<file path="config.mk">
export PLATFORM = sky130hd
export DESIGN_NAME = lrol_top
export DESIGN_NICKNAME = d
export VERILOG_FILES = /design/src/include/lrol_pkg.sv /design/src/include/lrol_store_if.sv /design/src/verilog/lrol_store.sv /design/src/verilog/lrol_top.sv
export SDC_FILE = /design/constraint.sdc
export NUM_CORES = 1
export LEC_CHECK = 0
export BUFFER_PORTS_ARGS = -buffer_cell sky130_fd_sc_hd__buf_4
export CAP_MARGIN = 15
export CORE_MARGIN = 5
export CORE_UTILIZATION = 35
export CTS_CLUSTER_SIZE = 30
export DETAILED_ROUTE_END_ITERATION = 12
export MAX_ROUTING_LAYER = met4
export SLEW_MARGIN = 5
export SYNTH_ARGS = -nofsm -noshare
export SYNTH_HDL_FRONTEND = slang
export SYNTH_HIERARCHICAL = 1
export SYNTH_SLANG_ARGS = --single-unit
</file>
<file path="constraint.sdc">
create_clock -name ref_clk_i -period 5.28 [get_ports ref_clk_i]
set_input_delay 0.792 -clock ref_clk_i [delete_from_list [all_inputs] [get_ports ref_clk_i]]
set_output_delay 0.792 -clock ref_clk_i [all_outputs]
set_load 0.01 [all_outputs]
</file>
<file path="src/include/lrol_pkg.sv">
`default_nettype none
package lrol_pkg;
  // -------------------------------------------------------------------------
  // Sizes and timing
  // -------------------------------------------------------------------------
  localparam int TRIG_N        = 7;
  localparam int MAX_CH        = 16;
  localparam int CLK_PERIOD_NS = 5;
  localparam int T_TICK_MS     = 1;
  localparam int TICK_CYCLES   = T_TICK_MS * 1_000_000 / CLK_PERIOD_NS;
  localparam int BLINK_HALF_MS = 250;
  localparam int BLINK_TICKS   = BLINK_HALF_MS / T_TICK_MS;
  localparam int ADDR_W        = 8;
  localparam int DATA_W        = 32;
  localparam int TIM_W         = 16;
  // -------------------------------------------------------------------------
  // Register offsets and fields
  // -------------------------------------------------------------------------
  localparam logic [ADDR_W-1:0] OFS_CH_CFG     = 8'h00;
  localparam logic [ADDR_W-1:0] OFS_STATUS     = 8'h40;
  localparam logic [ADDR_W-1:0] OFS_GLOBAL     = 8'h44;
  localparam logic [ADDR_W-1:0] OFS_TIMING     = 8'h48;
  localparam int                CFG_ASG_LSB    = 0;
  localparam int                CFG_INV_LSB    = 8;
  localparam int                CFG_CHINV_BIT  = 16;
  localparam int                CFG_OPMODE_BIT = 17;
  localparam int                CFG_LATCH_BIT  = 18;
  localparam int                CFG_ACKEN_BIT  = 19;
  localparam int                STAT_LATCH_LSB = 16;
  localparam int                GLB_REMOTE_BIT = 0;
  localparam int                TIM_HOLD_LSB   = 0;
  localparam int                TIM_OFF_LSB    = 16;
  localparam logic [TIM_W-1:0]  THOLD_RST      = 16'h0000;
  localparam logic [TIM_W-1:0]  TOFF_RST       = 16'h0000;
  localparam logic              REMOTE_RST     = 1'b0;
  // -------------------------------------------------------------------------
  // Sequencer states
  // -------------------------------------------------------------------------
  typedef enum logic [1:0] {
    ST_RESTORE_RD = 2'b00,
    ST_RESTORE_LD = 2'b01,
    ST_RUN        = 2'b11
  } lrol_fsm_t;
endpackage
`default_nettype wire

</file>
<file path="src/include/lrol_store_if.sv">
`default_nettype none
interface lrol_store_if #(parameter int W = 4);
  logic         wr_en;
  logic [W-1:0] wr_data;
  logic         rd_en;
  logic [W-1:0] rd_data;
  modport host (output wr_en, output wr_data, output rd_en, input rd_data);
  modport mem  (input wr_en, input wr_data, input rd_en, output rd_data);
endinterface
`default_nettype wire

</file>
<file path="src/verilog/lrol_store.sv">
`default_nettype none
module lrol_store
  import lrol_pkg::*;
#(
  parameter int W = 4
) (
  input  wire logic    ref_clk_i,
  input  wire logic    ce_i,
  lrol_store_if.mem    st_if
);
  // -------------------------------------------------------------------------
  // Retained word
  // -------------------------------------------------------------------------
  // The word has no reset on purpose: it models storage that survives a
  // restart, so the latched contacts can be rebuilt after srst_i.
  // Fresh storage reads back as all contacts released.
  typedef struct packed {
    logic [W-1:0] word;
    logic [W-1:0] rd;
  } lrol_store_t;

  lrol_store_t r = '0;
  lrol_store_t n;

  always_comb begin
    n = r;
    if (st_if.wr_en) begin
      n.word = st_if.wr_data;
    end
    if (st_if.rd_en) begin
      n.rd = r.word;
    end
  end

  always_ff @(posedge ref_clk_i) begin
    if (ce_i) begin
      r <= n;
    end
  end

  assign st_if.rd_data = r.rd;
endmodule // lrol_store
`default_nettype wire

</file>
<file path="src/verilog/lrol_top.sv">
// What this block does
// [RULE_01] A channel's collective state is the OR of its seven trigger inputs.
// [RULE_02] Each of the seven triggers has its own inversion before the OR.
// [RULE_03] An unassigned trigger always adds zero, inverted or not.
// [RULE_04] A channel inversion flips the collective state driving the relay.
// [RULE_05] With no trigger assigned the channel inversion is void, state is zero.
// [RULE_06] A per-channel mode picks working current or closed-circuit drive.
// [RULE_07] Without latching the output simply follows the collective state.
// [RULE_08] With latching the output state is stored until validly acknowledged.
// [RULE_09] The per-channel acknowledge input works only when latching, triggers inactive.
// [RULE_10] Acknowledge is taken only after triggers drop and off-delay has run.
// [RULE_11] Every output change is held at least the configured hold time.
// [RULE_12] Latch also clears when latching is disabled or nothing is assigned.
// [RULE_13] Latched states survive restarts and are restored afterwards.
// [RULE_14] The panel clear key acknowledges latched outputs locally.
// [RULE_15] The group acknowledge signal acknowledges all outputs together.
// [RULE_16] A SCADA acknowledge from the master releases all outputs at once.
// [RULE_17] Group and SCADA acknowledge count only while remote reset is enabled.
// [RULE_18] System-OK contact stays off during boot, picks up when healthy.
// [RULE_19] System-OK lamp flashes while booting, then stays steady green.
// [RULE_20] When latching, an active collective state sets and holds the latch.
`default_nettype none
module lrol_top
  import lrol_pkg::*;
#(
  parameter int NUM_CH   = 4,
  parameter int TICK_CYC = TICK_CYCLES
) (
  input  wire logic                     ref_clk_i,
  input  wire logic                     srst_i,
  input  wire logic                     ce_i,
  input  wire logic [ADDR_W-1:0]        addr_i,
  input  wire logic [DATA_W-1:0]        wr_data_i,
  input  wire logic                     wr_i,
  input  wire logic                     rd_i,
  input  wire logic [NUM_CH*TRIG_N-1:0] trig_i,
  input  wire logic [NUM_CH-1:0]        ack_sig_i,
  input  wire logic                     clear_key_i,
  input  wire logic                     group_output_ack_signal_i,
  input  wire logic                     scada_ack_i,
  input  wire logic                     boot_done_i,
  input  wire logic                     fault_i,
  output logic      [DATA_W-1:0]        rd_data_o,
  output logic      [NUM_CH-1:0]        relay_o,
  output logic                          system_ok_contact_o,
  output logic                          system_ok_led_o
);
  // -------------------------------------------------------------------------
  // Elaboration checks and derived sizes
  // -------------------------------------------------------------------------
  if (NUM_CH < 1 || NUM_CH > MAX_CH) begin : g_bad_ch
    $error("NUM_CH must lie between 1 and 16");
  end
  if (TICK_CYC < 2) begin : g_bad_tick
    $error("TICK_CYC must be at least 2");
  end

  localparam int               PW     = $clog2(TICK_CYC);
  localparam int               BW     = $clog2(BLINK_TICKS + 1);
  localparam logic [PW-1:0]    PRE_TOP = PW'(TICK_CYC - 1);
  localparam logic [BW-1:0]    BL_TOP  = BW'(BLINK_TICKS - 1);
  localparam logic [4:0]       CH_LIM  = 5'(NUM_CH);

  // -------------------------------------------------------------------------
  // State
  // -------------------------------------------------------------------------
  typedef struct packed {
    lrol_fsm_t                              fsm;
    logic [PW-1:0]                          pre;
    logic                                   tick;
    logic [NUM_CH-1:0][TRIG_N-1:0]          asg;
    logic [NUM_CH-1:0][TRIG_N-1:0]          inv;
    logic [NUM_CH-1:0]                      chinv;
    logic [NUM_CH-1:0]                      opmode;
    logic [NUM_CH-1:0]                      latch_en;
    logic [NUM_CH-1:0]                      ack_en;
    logic [NUM_CH-1:0]                      armed;
    logic [NUM_CH-1:0]                      latch;
    logic [NUM_CH-1:0]                      st;
    logic [NUM_CH-1:0]                      relay;
    logic                                   remote_en;
    logic [TIM_W-1:0]                       thold;
    logic [TIM_W-1:0]                       toff;
    logic [NUM_CH-1:0][TIM_W-1:0]           hold_cnt;
    logic [NUM_CH-1:0][TIM_W-1:0]           off_cnt;
    logic [BW-1:0]                          blink_cnt;
    logic                                   blink;
    logic                                   sok;
    logic                                   led;
    logic [DATA_W-1:0]                      rdata;
  } lrol_state_t;

  lrol_state_t          r;
  lrol_state_t          n;
  logic [NUM_CH-1:0]    coll_v;
  lrol_store_if #(.W(NUM_CH)) st_if ();

  lrol_store #(.W(NUM_CH)) u_store (
    .ref_clk_i (ref_clk_i),
    .ce_i      (ce_i),
    .st_if     (st_if.mem)
  );

  // -------------------------------------------------------------------------
  // Next-state logic
  // -------------------------------------------------------------------------
  always_comb begin
    logic [TRIG_N-1:0] terms;
    logic              coll;
    logic              quiet;
    logic              ack;
    logic              remote_ack;
    logic              target;
    logic              cfg_hit;
    terms      = '0;
    coll       = 1'b0;
    quiet      = 1'b0;
    ack        = 1'b0;
    target     = 1'b0;
    coll_v     = '0;
    n          = r;
    n.rdata    = '0;
    n.tick     = 1'b0;
    remote_ack = r.remote_en & (group_output_ack_signal_i | scada_ack_i); // see [RULE_17]
    cfg_hit    = (addr_i[7:6] == OFS_CH_CFG[7:6]) && (addr_i[1:0] == 2'b00)
                 && ({1'b0, addr_i[5:2]} < CH_LIM);

    if (r.pre == PRE_TOP) begin
      n.pre  = '0;
      n.tick = 1'b1;
    end else begin
      n.pre = r.pre + 1'b1;
    end

    // Register writes; channel writes also arm the channel after a restart.
    if (wr_i) begin
      if (addr_i == OFS_GLOBAL) begin
        n.remote_en = wr_data_i[GLB_REMOTE_BIT];
      end
      if (addr_i == OFS_TIMING) begin
        n.thold = wr_data_i[TIM_HOLD_LSB +: TIM_W];
        n.toff  = wr_data_i[TIM_OFF_LSB +: TIM_W];
      end
      for (int c = 0; c < NUM_CH; c++) begin
        if (cfg_hit && addr_i[5:2] == 4'(c)) begin
          n.asg[c]      = wr_data_i[CFG_ASG_LSB +: TRIG_N];
          n.inv[c]      = wr_data_i[CFG_INV_LSB +: TRIG_N];
          n.chinv[c]    = wr_data_i[CFG_CHINV_BIT];
          n.opmode[c]   = wr_data_i[CFG_OPMODE_BIT];
          n.latch_en[c] = wr_data_i[CFG_LATCH_BIT];
          n.ack_en[c]   = wr_data_i[CFG_ACKEN_BIT];
          n.armed[c]    = 1'b1;
        end
      end
    end

    // Register reads; data stand for exactly one cycle.
    if (rd_i) begin
      if (addr_i == OFS_GLOBAL) begin
        n.rdata[GLB_REMOTE_BIT] = r.remote_en;
      end
      if (addr_i == OFS_TIMING) begin
        n.rdata = {r.toff, r.thold};
      end
      for (int c = 0; c < NUM_CH; c++) begin
        if (addr_i == OFS_STATUS) begin
          n.rdata[c]                  = r.st[c];
          n.rdata[STAT_LATCH_LSB + c] = r.latch[c];
        end
        if (cfg_hit && addr_i[5:2] == 4'(c)) begin
          n.rdata[CFG_ASG_LSB +: TRIG_N] = r.asg[c];
          n.rdata[CFG_INV_LSB +: TRIG_N] = r.inv[c];
          n.rdata[CFG_CHINV_BIT]         = r.chinv[c];
          n.rdata[CFG_OPMODE_BIT]        = r.opmode[c];
          n.rdata[CFG_LATCH_BIT]         = r.latch_en[c];
          n.rdata[CFG_ACKEN_BIT]         = r.ack_en[c];
        end
      end
    end

    case (r.fsm)
      ST_RESTORE_RD: begin
        n.fsm = ST_RESTORE_LD;
      end
      ST_RESTORE_LD: begin
        // The store answers one cycle after the read, hence this extra state.
        n.latch = st_if.rd_data; // see [RULE_13]
        n.st    = st_if.rd_data;
        n.fsm   = ST_RUN;
      end
      ST_RUN: begin
        for (int c = 0; c < NUM_CH; c++) begin
          terms     = (trig_i[c*TRIG_N +: TRIG_N] ^ r.inv[c]) & r.asg[c]; // see [RULE_02] [RULE_03]
          coll      = (|r.asg[c]) & ((|terms) ^ r.chinv[c]); // see [RULE_01] [RULE_04] [RULE_05]
          coll_v[c] = coll;
          if (coll) begin
            n.off_cnt[c] = r.toff;
          end else if (r.tick && r.off_cnt[c] != '0) begin
            n.off_cnt[c] = r.off_cnt[c] - 1'b1;
          end
          quiet = !coll && (r.off_cnt[c] == '0); // see [RULE_10]
          ack   = clear_key_i | remote_ack // see [RULE_14] [RULE_15] [RULE_16]
                  | (r.ack_en[c] & r.latch_en[c] & ack_sig_i[c]); // see [RULE_09]
          // A restored channel keeps its latch until a valid acknowledge or until software
          // configures it, otherwise the reset defaults would wipe the retained state.
          if (!r.armed[c]) begin
            if (quiet && ack) begin
              n.latch[c] = 1'b0;
            end
            target = r.latch[c] | coll;
          end else if (r.latch_en[c]) begin
            if (coll) begin
              n.latch[c] = 1'b1; // see [RULE_08] [RULE_20]
            end else if (quiet && (ack || r.asg[c] == '0)) begin
              n.latch[c] = 1'b0; // see [RULE_12]
            end
            target = r.latch[c] | coll;
          end else begin
            if (quiet) begin
              n.latch[c] = 1'b0; // see [RULE_12]
            end
            target = coll; // see [RULE_07]
          end
          if (r.hold_cnt[c] != '0) begin
            if (r.tick) begin
              n.hold_cnt[c] = r.hold_cnt[c] - 1'b1;
            end
          end else if (target != r.st[c]) begin
            n.st[c]       = target; // see [RULE_11]
            n.hold_cnt[c] = r.thold;
          end
        end
      end
      default: begin
        n.fsm = ST_RESTORE_RD;
      end
    endcase

    // Closed-circuit mode energises the coil while the state is inactive.
    n.relay = r.st ^ r.opmode; // see [RULE_06]

    // -----------------------------------------------------------------------
    // System-OK contact and lamp
    // -----------------------------------------------------------------------
    if (r.tick) begin
      if (r.blink_cnt == BL_TOP) begin
        n.blink_cnt = '0;
        n.blink     = !r.blink;
      end else begin
        n.blink_cnt = r.blink_cnt + 1'b1;
      end
    end
    // The lamp stays steady through a fault; only the contact reports it.
    n.sok = boot_done_i & !fault_i; // see [RULE_18]
    n.led = boot_done_i ? 1'b1 : r.blink; // see [RULE_19]
  end

  // Writes only on change so the retained word is touched as little as possible.
  assign st_if.wr_en   = (r.fsm == ST_RUN) && (n.latch != r.latch); // see [RULE_13]
  assign st_if.wr_data = n.latch;
  assign st_if.rd_en   = (r.fsm == ST_RESTORE_RD);

  always_ff @(posedge ref_clk_i) begin
    if (srst_i) begin
      r           <= '0;
      r.remote_en <= REMOTE_RST;
      r.thold     <= THOLD_RST;
      r.toff      <= TOFF_RST;
    end else if (ce_i) begin
      r <= n;
    end
  end

  assign rd_data_o           = r.rdata;
  assign relay_o             = r.relay;
  assign system_ok_contact_o = r.sok;
  assign system_ok_led_o     = r.led;

  // Per-channel checks look at registered state, so a bus write in the
  // same cycle cannot make them fire early.
  for (genvar c = 0; c < NUM_CH; c++) begin : g_chk

  end
endmodule // lrol_top
`default_nettype wire

</file>
Word-level counts from Yosys, hierarchy flattened
Cells that the tools add are included.
- add/sub/neg operators: 10
- multipliers: 0
- divide/modulo/power cells: 0
- order comparisons: 1
- equal/unequal tests: 27
- shifts and indexed selects: 0
- mux-type cells: 93
- bitwise operators: 38
- reductions and logical operators: 93
- operators by type and width (operator ; number):
    $mux W16 ; 20
    $reduce_bool A16 Y1 ; 8
    $sub A16 B1 Y16 const B ; 8
    $logic_not A16 Y1 ; 4
    $mux W32 ; 2
    $mux W7 ; 8
    $reduce_or A7 Y1 ; 8
    $mux W1 ; 55
    $reduce_and A3 Y1 ; 11
    $reduce_and A4 Y1 ; 8
    $and A7 B7 Y7 ; 4
    $logic_not A7 Y1 ; 4
    $xor A7 B7 Y7 ; 4
    $eq A8 B7 Y1 const B ; 3
    $ne A2 B2 Y1 const B ; 12
    $logic_and A1 B1 Y1 ; 23
    $add A18 B1 Y18 const B ; 1
    $eq A18 B18 Y1 const B ; 1
    $mux W18 ; 1
    $reduce_bool A2 Y1 ; 9
    $mux W4 ; 4
    $pmux W8 S2 ; 1
    $and A1 B1 Y1 ; 14
    $or A1 B1 Y1 ; 10
    other kinds (19) ; 39
- bits in registers: 321
- latch bits: 0
- RAM bits: 0
- bits in read-only memories: 0
- input bits: 82
- output and inout bits: 38
- logic and storage cells: 317
- memories kept: 0

Longest topological paths before layout
Gate-level depths: netlist (run 1).
- depth after elaboration: 16
- gate-level depth with buffers: 12
- gate-level depth less buffers: 10

Hierarchy
Netlist (run 1), hierarchy kept.
- modules (own cells, without submodules) (module ; instances ; cells each ; area an instance (µm²) ; sequential area each (µm²)):
    lrol_top ; 1 ; 2218 ; 16689.8 ; 6266.0
    lrol_store ; 1 ; 14 ; 282.8 ; 240.2

Worst setup path before layout (run 1)
Ideal clock, no wire load.
- path kind: input to register
- start point: in addr_i[1]
- end point: reg r[238] in the netlist's numbering
- arrival time: 2.918 ns
- setup slack: 2.228 ns
- stages on the path: 9
- buffers on the path: 3
- cells stage by stage: or4_1 > or3_1 > clkbuf_1 > nor3_1 > buf_2 > nand2_2 > clkbuf_1 > nand2_1 > a21oi_1
- longest elaborated chain between the ends: 5
- ends and longest elaborated chain (item ; RTL line ; text):
    start: declaration ; lrol_top.sv:32 ; input wire logic [ADDR_W-1:0] addr_i,
    $logic_not A2 Y1 ; lrol_top.sv:125 ; cfg_hit = (addr_i[7:6] == OFS_CH_CFG[7:6]) && (addr_i[1:0] == 2'b00)
    $logic_and A1 B1 Y1 ; lrol_top.sv:125 ;
    $logic_and A1 B1 Y1 ; lrol_top.sv:126 ; && ({1'b0, addr_i[5:2]} < CH_LIM);
    $logic_and A1 B1 Y1 ; lrol_top.sv:145 ; if (cfg_hit && addr_i[5:2] == 4'(c)) begin
    $reduce_and A3 Y1 (no source line) ; n/a ;
    end signal: assignment ; lrol_top.sv:270 ; r <= n;
    end: declaration ; lrol_top.sv:93 ; lrol_state_t r;
Every way passes these cells.
A chain may end at the register's enable or synchronous reset.

Worst setup path in the final report (run 1)
- start point: reg r[245] in the netlist's numbering
- end point: reg r[137] in the netlist's numbering
- longest elaborated chain between the ends: 12
- ends and longest elaborated chain (item ; RTL line ; text):
    $xor A7 B7 Y7 * ; lrol_top.sv:193 ; terms = (trig_i[c*TRIG_N +: TRIG_N] ^ r.inv[c]) & r.asg[c];
    $and A7 B7 Y7 * ; lrol_top.sv:193 ;
    $reduce_or A7 Y1 * ; lrol_top.sv:194 ; coll = (|r.asg[c]) & ((|terms) ^ r.chinv[c]);
    $xor A1 B1 Y1 * ; lrol_top.sv:194 ;
    $and A1 B1 Y1 * ; lrol_top.sv:194 ;
    $or A1 B1 Y1 ; lrol_top.sv:210, lrol_top.sv:217 ;
    $mux W1 ; lrol_top.sv:211 ; end else if (r.latch_en[c]) begin
    $mux W1 * ; lrol_top.sv:206 ; if (!r.armed[c]) begin
    $mux W1 * ; lrol_top.sv:181 ; case (r.fsm)
    $ne A1 B1 Y1 * ; lrol_top.sv:228 ; end else if (target != r.st[c]) begin
    $reduce_bool A2 Y1 (no source line) * ; n/a ;
    $reduce_and A4 Y1 (no source line) * ; n/a ;
Mark *: on every way between the ends. The rest lies on a longest branch, timed or not. The select of a mux whose other input is x is not followed.

==> reports/qor.yml, run 1 <==
status:
  status: "completed"
setup_path:
  path_class: "reg2reg"
  endpoint_kind: "register"
  cp_slowest_cell: "a222oi_1"
  crit_arrival_ns: 4.27
  r2r_start: "r[245]"
  path_cells: "xor2_1 -> a222oi_1 -> nand4_1 -> a2111oi_0 -> or3_1 -> o21ai_0 -> a32o_1"
  crit_path_start_kind: "register"
  crit_required_ns: 5.73
  startpoint: "r[245]"
  path_delay_family: "compound AO/OA/AOI/OAI gates"
  cp_max_fo: 24
  max_stage_delay_ns: 0.79
  crit_buf_inv: 0
yosys:
  synth-seq-cells: 321
  synth_area_um2: 17000
  synthAdderAreaFrac_pct: 1.40
  yosysMostFrequentCell: "nand2_1"
  synth_cell_types: 80
  synth-simple-area-share_pct: 25.0
  ys_top_cells_by_area: "dfxtp_1 37%, nand2_1 8.8%, a21oi_1 7.3%"
  syn_nets: 2333
  yosysWarningCount: 6
  syn_area_per_cell_um2: 7.60
  synth_ff_type: "dfxtp_1"
  synth_common_cells: "396 x nand2_1, 313 x dfxtp_1, 246 x a21oi_1"
  synthArstFlopShare_pct: 0
  synth_top_family_by_area: "simple AND/OR/NAND/NOR gates"
  yosysTopAreaCellShare_pct: 36.9
  synth-xor-area-share_pct: 2.99
  synth.area.mux_share_pct: 1.15
  synth_edf_count: 8
  ys_seq_area_share_pct: 38.3
  synth_compound_area_share_pct: 24.6
  synth_cells: 2232
  synth_top_cell_by_area: "dfxtp_1"
layout:
  multi_input_area_um2: 9400
  final.fill_count: 4865
  syn_to_final_growth_pct: 14.2
  antennaDiodeCount: 0
  final_nets: 2350
  register_area_um2: 6510
  final_layout_size_suffix_gt1_share_pct: 12.0
  finalNonFillerCells: 2893
  finish.utilization_pct: 40.5
  fin_area_um2: 19400
routing:
  ant_nets: 0
  firstDrtPassIters: 7
  wl_mm: 59.4
  routed-via-count: 17100
  wl_per_cell_um: 20.5
  drc_errors: 0
  viasPerCell: 5.91
  drtIter0Drc: 1917
cts:
  clockBufferDepth: 3
  htreeDepth: 2
  clk_latency_ns: 0.56
  holdBufCountCts: 0
  clkTransAtPathRegs_ns: 0.06
  root_buffer: "clkbuf_16"
  clock-sinks: 321
  tritoncts: "built"
  cts_setup_buffers: 0
  cts_inserted_buffers: 37
  cts_resized: 0
power:
  cellLeakagePower_nw: 6.82
  ir_worst_vdd_uv: 204
  power_density_nw_per_um2: 283
min_path:
  min-delay-start: "u_store/r[5]"
  min_path_type: "reg2reg"
global_routing:
  grt_pass1_wl_mm: 91.2
  grt_pass1_vias: 15800
  antenna_found_initial: 1
  grt_max_degree: 76
  grt_usage_pct: 22.0
  grt_overflow: 0
placement:
  placed_cells: 2825
  gp_congestion: 0.961
  place_hpwl_mm: 41.5
  dpl-instance-area_um2: 18100
  io_buffers: 119
  pre_cts_slack_ns: 1.12
die:
  die_h_um: 230
  die_area_um2: 53000
  rows: 80
  die_w_um: 230
  num_io_pins: 120
  initial_core_util_pct: 35.5
  placeableCoreArea_um2: 47800
sta:
  tns_ns: 0
  drv_slew: 0
  worstMarginPinSlew_ns: 1.07
  slew_headroom_pct: 28.6
  setup_violations: 0
  fin_crit_sh_pct: 72.4
  fmax_ghz: 0.262
  fin_skew_ns: 0.0168
  hold_viol: 0
  fin_ws_ns: 1.46
  rsz0062_at_grt: "no"
  fin_crit_ns: 3.82
flow_run:
  maxCapViolations: 0
[report_power, final]
part	internal (mW)	leakage (nW)	switching [mW]	total, mW
combinational	0.0876	3.58	0.165	0.253
clock	1.68	0.648	1.09	2.77
sequential	2.44	2.60	0.0189	2.46
[cells by family (layout without fill, tap and decap cells)]
| kind of cell | Yosys count | count (layout) |
|---|---|---|
| DFF | 321 | 321 |
| buffers and inverters | 240 | 286 |
| AOI/OAI and AO/OA | 659 | 659 |
| muxes | 16 | 16 |
| adders and majority gates | 19 | 19 |
| and+or+nand+nor | 919 | 919 |
| xor gates and xnor gates | 58 | 58 |
[layout by cell type, fill, tap and decap left out, types with 8 or more instances in the layout]
| master | n |
|---|---|
| and3_1 | 14 |
| o22ai_1 | 11 |
| inv_1 | 66 |
| dfxtp_1 | 313 |
| nor4_1 | 33 |
| nand3b_1 | 8 |
| clkbuf_16 | 39 |
| nor2_1 | 189 |
| a221oi_1 | 33 |
| a211oi_1 | 28 |
| nand2_1 | 396 |
| nor3_1 | 72 |
| a31o_2 | 13 |
| nand2b_1 | 14 |
| a222oi_1 | 16 |
| a21oi_1 | 246 |
| and2_1 | 22 |
| mux2_2 | 8 |
| nand3_1 | 75 |
| xnor2_1 | 16 |
| o31ai_1 | 8 |
| buf_4 | 150 |
| a32o_1 | 11 |
| xor2_1 | 42 |
| o21ai_0 | 155 |
| o211ai_1 | 12 |
| ha_1 | 19 |
| or4_1 | 8 |
| a22oi_1 | 45 |
| clkbuf_8 | 14 |
| edfxtp_1 | 8 |
| or3_1 | 17 |
| nand4_1 | 20 |
| a221o_1 | 10 |
[registers in the layout, indices dropped and copies added, names as in the netlist]
name and cells:
system_ok_led_o 1, rd_data_o 32, u_store/r 4, relay_o 4, u_store/st_if.rd_data 4, system_ok_contact_o 1
r 275
[layer usage]
metal / share of wire, % / global-route usage [%]
met5: 0 / -
met4: 4.8 / 9.83
met3: 7.6 / 2.92
met2: 44 / 33.0
met1: 44 / 29.7
[path summary, 6_finish.rpt]
check | end | slack (ns) | cells past startpoint
setup / recovery | r[137] | 1.46 | 7
hold / removal | u_store/st_if.rd_data[1] | 0.44 | 0
setup reg to reg | r[137] | 1.46 | 7
hold reg to reg | u_store/st_if.rd_data[1] | 0.44 | 0
[metrics by stage]
step | hold slack [ns] | power (mW)
after global placement | 0.404 | 2.76
after CTS | 0.424 | 5.52
after global routing | 0.432 | 5.64
final | 0.436 | 5.48
after floorplan | 0.400 | 2.64
after detailed placement | 0.417 | 2.76
[cell type report]
class                   count  share of cell area [%]
flip-flops and latches    321                    33.6
clock buffers              58                    6.08
inverters                  67                    1.30
clock inverters            10                   0.678
repair buffers            151                    5.88
multi-input cells        1671                    48.5
well taps                 615                    3.97
No activity file was read; power rests on OpenSTA's default activity.
==> run 2, diff against run 1 <==
==> constraint.sdc (replaced) <==
create_clock -name ref_clk_i -period 3.7 [get_ports ref_clk_i]
set_input_delay 0.555 -clock ref_clk_i [delete_from_list [all_inputs] [get_ports ref_clk_i]]
set_output_delay 0.555 -clock ref_clk_i [all_outputs]
set_load 0.01 [all_outputs]
==> reports/qor.yml, run 2 (synthesis gave the netlist of run 1 again) <==
die:
  die_h_um: 230  # unchanged
  num_io_pins: 120  # unchanged
  rows: 80  # unchanged
  placeableCoreArea_um2: 47800  # unchanged
  die_area_um2: 53000  # unchanged
  initial_core_util_pct: 35.5  # unchanged
  die_w_um: 230  # unchanged
sta:
  fmax_ghz: 0.307  # +17%
  hold_viol: 0  # unchanged
  drv_slew: 0  # unchanged
  worstMarginPinSlew_ns: 1.12  # +0.0515 ns
  fin_crit_ns: 3.25  # -0.568 ns
  fin_skew_ns: 0.0290  # +0.0122 ns
  fin_ws_ns: 0.447  # -1.01 ns
  tns_ns: 0  # unchanged
  fin_crit_sh_pct: 87.9  # +16 points
  setup_violations: 0  # unchanged
  slew_headroom_pct: 25.1  # -3.5 points
  rsz0062_at_grt: "no"
power:
  cellLeakagePower_nw: 6.95  # +1.9%
  power_density_nw_per_um2: 399  # +41%
  p_total_mw: 7.81  # +42%
  ir_worst_vdd_uv: 289  # +42%
cts:
  tritoncts: "built"
  clkTransAtPathRegs_ns: 0.06  # about the same
  clock-sinks: 321  # unchanged
  holdBufCountCts: 0  # unchanged
  cts_resized: 0  # unchanged
  cts_setup_buffers: 0  # unchanged
  root_buffer: "clkbuf_16"
  htreeDepth: 2  # unchanged
  clk_latency_ns: 0.57  # about the same
  clockBufferDepth: 3  # unchanged
  cts_inserted_buffers: 38  # +2.7%
global_routing:
  grt_max_degree: 83  # +9.2%
  grt_usage_pct: 22.8  # +0.78 points
  grt_pass1_vias: 15900  # +0.37%
  grt_pass1_wl_mm: 94.1  # +3.2%
  antenna_found_initial: 0  # -1
  grt_overflow: 0  # unchanged
placement:
  io_buffers: 119  # unchanged
  pre_cts_slack_ns: 0.463  # -0.656 ns
  dpl-instance-area_um2: 18300  # +1.2%
  place_hpwl_mm: 43.0  # +3.6%
  gp_congestion: 0.966  # +0.56%
routing:
  drtIter0Drc: 1810  # -5.6%
  routed-via-count: 17100  # -0.11%
  drc_errors: 0  # unchanged
  wl_mm: 61.1  # +2.9%
  wl_per_cell_um: 20.9  # +1.9%
  viasPerCell: 5.85  # -1.1%
  firstDrtPassIters: 7  # unchanged
  ant_nets: 0  # unchanged
layout:
  antennaDiodeCount: 0  # unchanged
  largest_register: "r"
  register_area_um2: 6510  # unchanged
  multi_input_area_um2: 9400  # unchanged
  fin_area_um2: 19600  # +0.96%
  layout_common_cells: "396 x nand2_1, 313 x dfxtp_1, 246 x a21oi_1"
  layout.cells.most_common: "nand2_1"
  final.fill_count: 4876  # +0.23%
  largest_reg_flops: 275  # unchanged
  final_layout_size_suffix_gt1_share_pct: 13.1  # +1.0 points
  final_nets: 2381  # +1.3%
  syn_to_final_growth_pct: 15.3
  finish.utilization_pct: 40.9  # +0.39 points
min_path:
  whs_path_depth: 3  # +3
  min_path_type: "in2reg"
  min-delay-start: "wr_data_i[7]"
  hold-path-endpoint: "r[194]"
status:
  status: "completed"
setup_path:
  crit_arrival_ns: 3.72  # -0.55 ns
  worstReg2RegEnd: "r[162]"
  r2r_start: "r[155]"
  rrSetupSlack_ns: 0.45  # -1.01 ns
  endpoint_kind: "register"
  path_cells: "inv_1 -> ha_1 -> or4b_1 -> or4_4 -> nand2_2 -> o41ai_2 -> nor3b_2 -> nor2_1 -> o221a_2"
  cp_slowest_cell: "nor3b_2"
  crit_path_start_kind: "register"
  max_stage_delay_ns: 0.92  # +0.13 ns
  cp_max_fo: 19  # -21%
  path_class: "reg2reg"
  crit_required_ns: 4.17  # -1.56 ns
  rr_worst_depth: 9  # +2
flow_run:
  maxCapViolations: 0  # unchanged
run 2: cell types whose count changed in the layout (fill, tap and decap cells not counted), moves of 2 or more:
cell / change
bufinv_16: +2
clkinv_2: +3
clkbuf_8: -8
buf_4: +30
run 2: layer usage:
layer | vias to the layer above | share of wire, % | track usage [%]
li1 | 8103 | - | -
met4 | 0 | 3.8 | 7.98
met2 | 758 | 45 | 35.1
met3 | 120 | 7.7 | 3.38
met5 | - | 0 | -
met1 | 8112 | 44 | 30.6
run 2: final cells by class:
cell class | count | area share (%)
flip-flops and latches | 321 | 33.3
multi-input cells | 1671 | 48.1
repair buffers | 181 | 6.98
well taps | 615 | 3.93
clock buffers | 50 | 5.35
clock inverters | 16 | 1.14
inverters | 67 | 1.29
run 2: worst max path at each step:
stage	depth (start not counted)	from	to
after floorplan	9	addr_i[1]	r[238]
after global placement	9	addr_i[1]	rd_data_o[2]
after detailed placement	9	r[155]	r[162]
after CTS	9	r[155]	r[162]
after global routing	9	r[155]	r[157]
final	9	r[155]	r[162]
run 2: where the power goes:
| group | leakage (nW) | internal (mW) | total [mW] | switching (mW) |
|---|---|---|---|---|
| registers | 2.60 | 3.49 | 3.51 | 0.0218 |
| clock network | 0.630 | 2.34 | 3.92 | 1.58 |
| logic | 3.72 | 0.131 | 0.375 | 0.244 |
| total | 6.95 | 5.96 | 7.81 | 1.85 |
run 2: per-stage QoR:
stage | hold WS (ns) | cells
after detailed placement | 0.405 | 2855
after global placement | 0.403 | 2855
after CTS | 0.207 | 2921
after global routing | 0.216 | 2921
after floorplan | 0.400 | 2232
final | 0.228 | 2921
run 2: critical path, delay by kind of cell, from the launching register on:
kind | cells | cell delay [ns]
and+or+nand+nor | 5 | 2.17
DFF | 1 | 0.34
buffers and inverters | 1 | 0.11
AOI/OAI and AO/OA | 2 | 0.38
adders and majority gates | 1 | 0.15
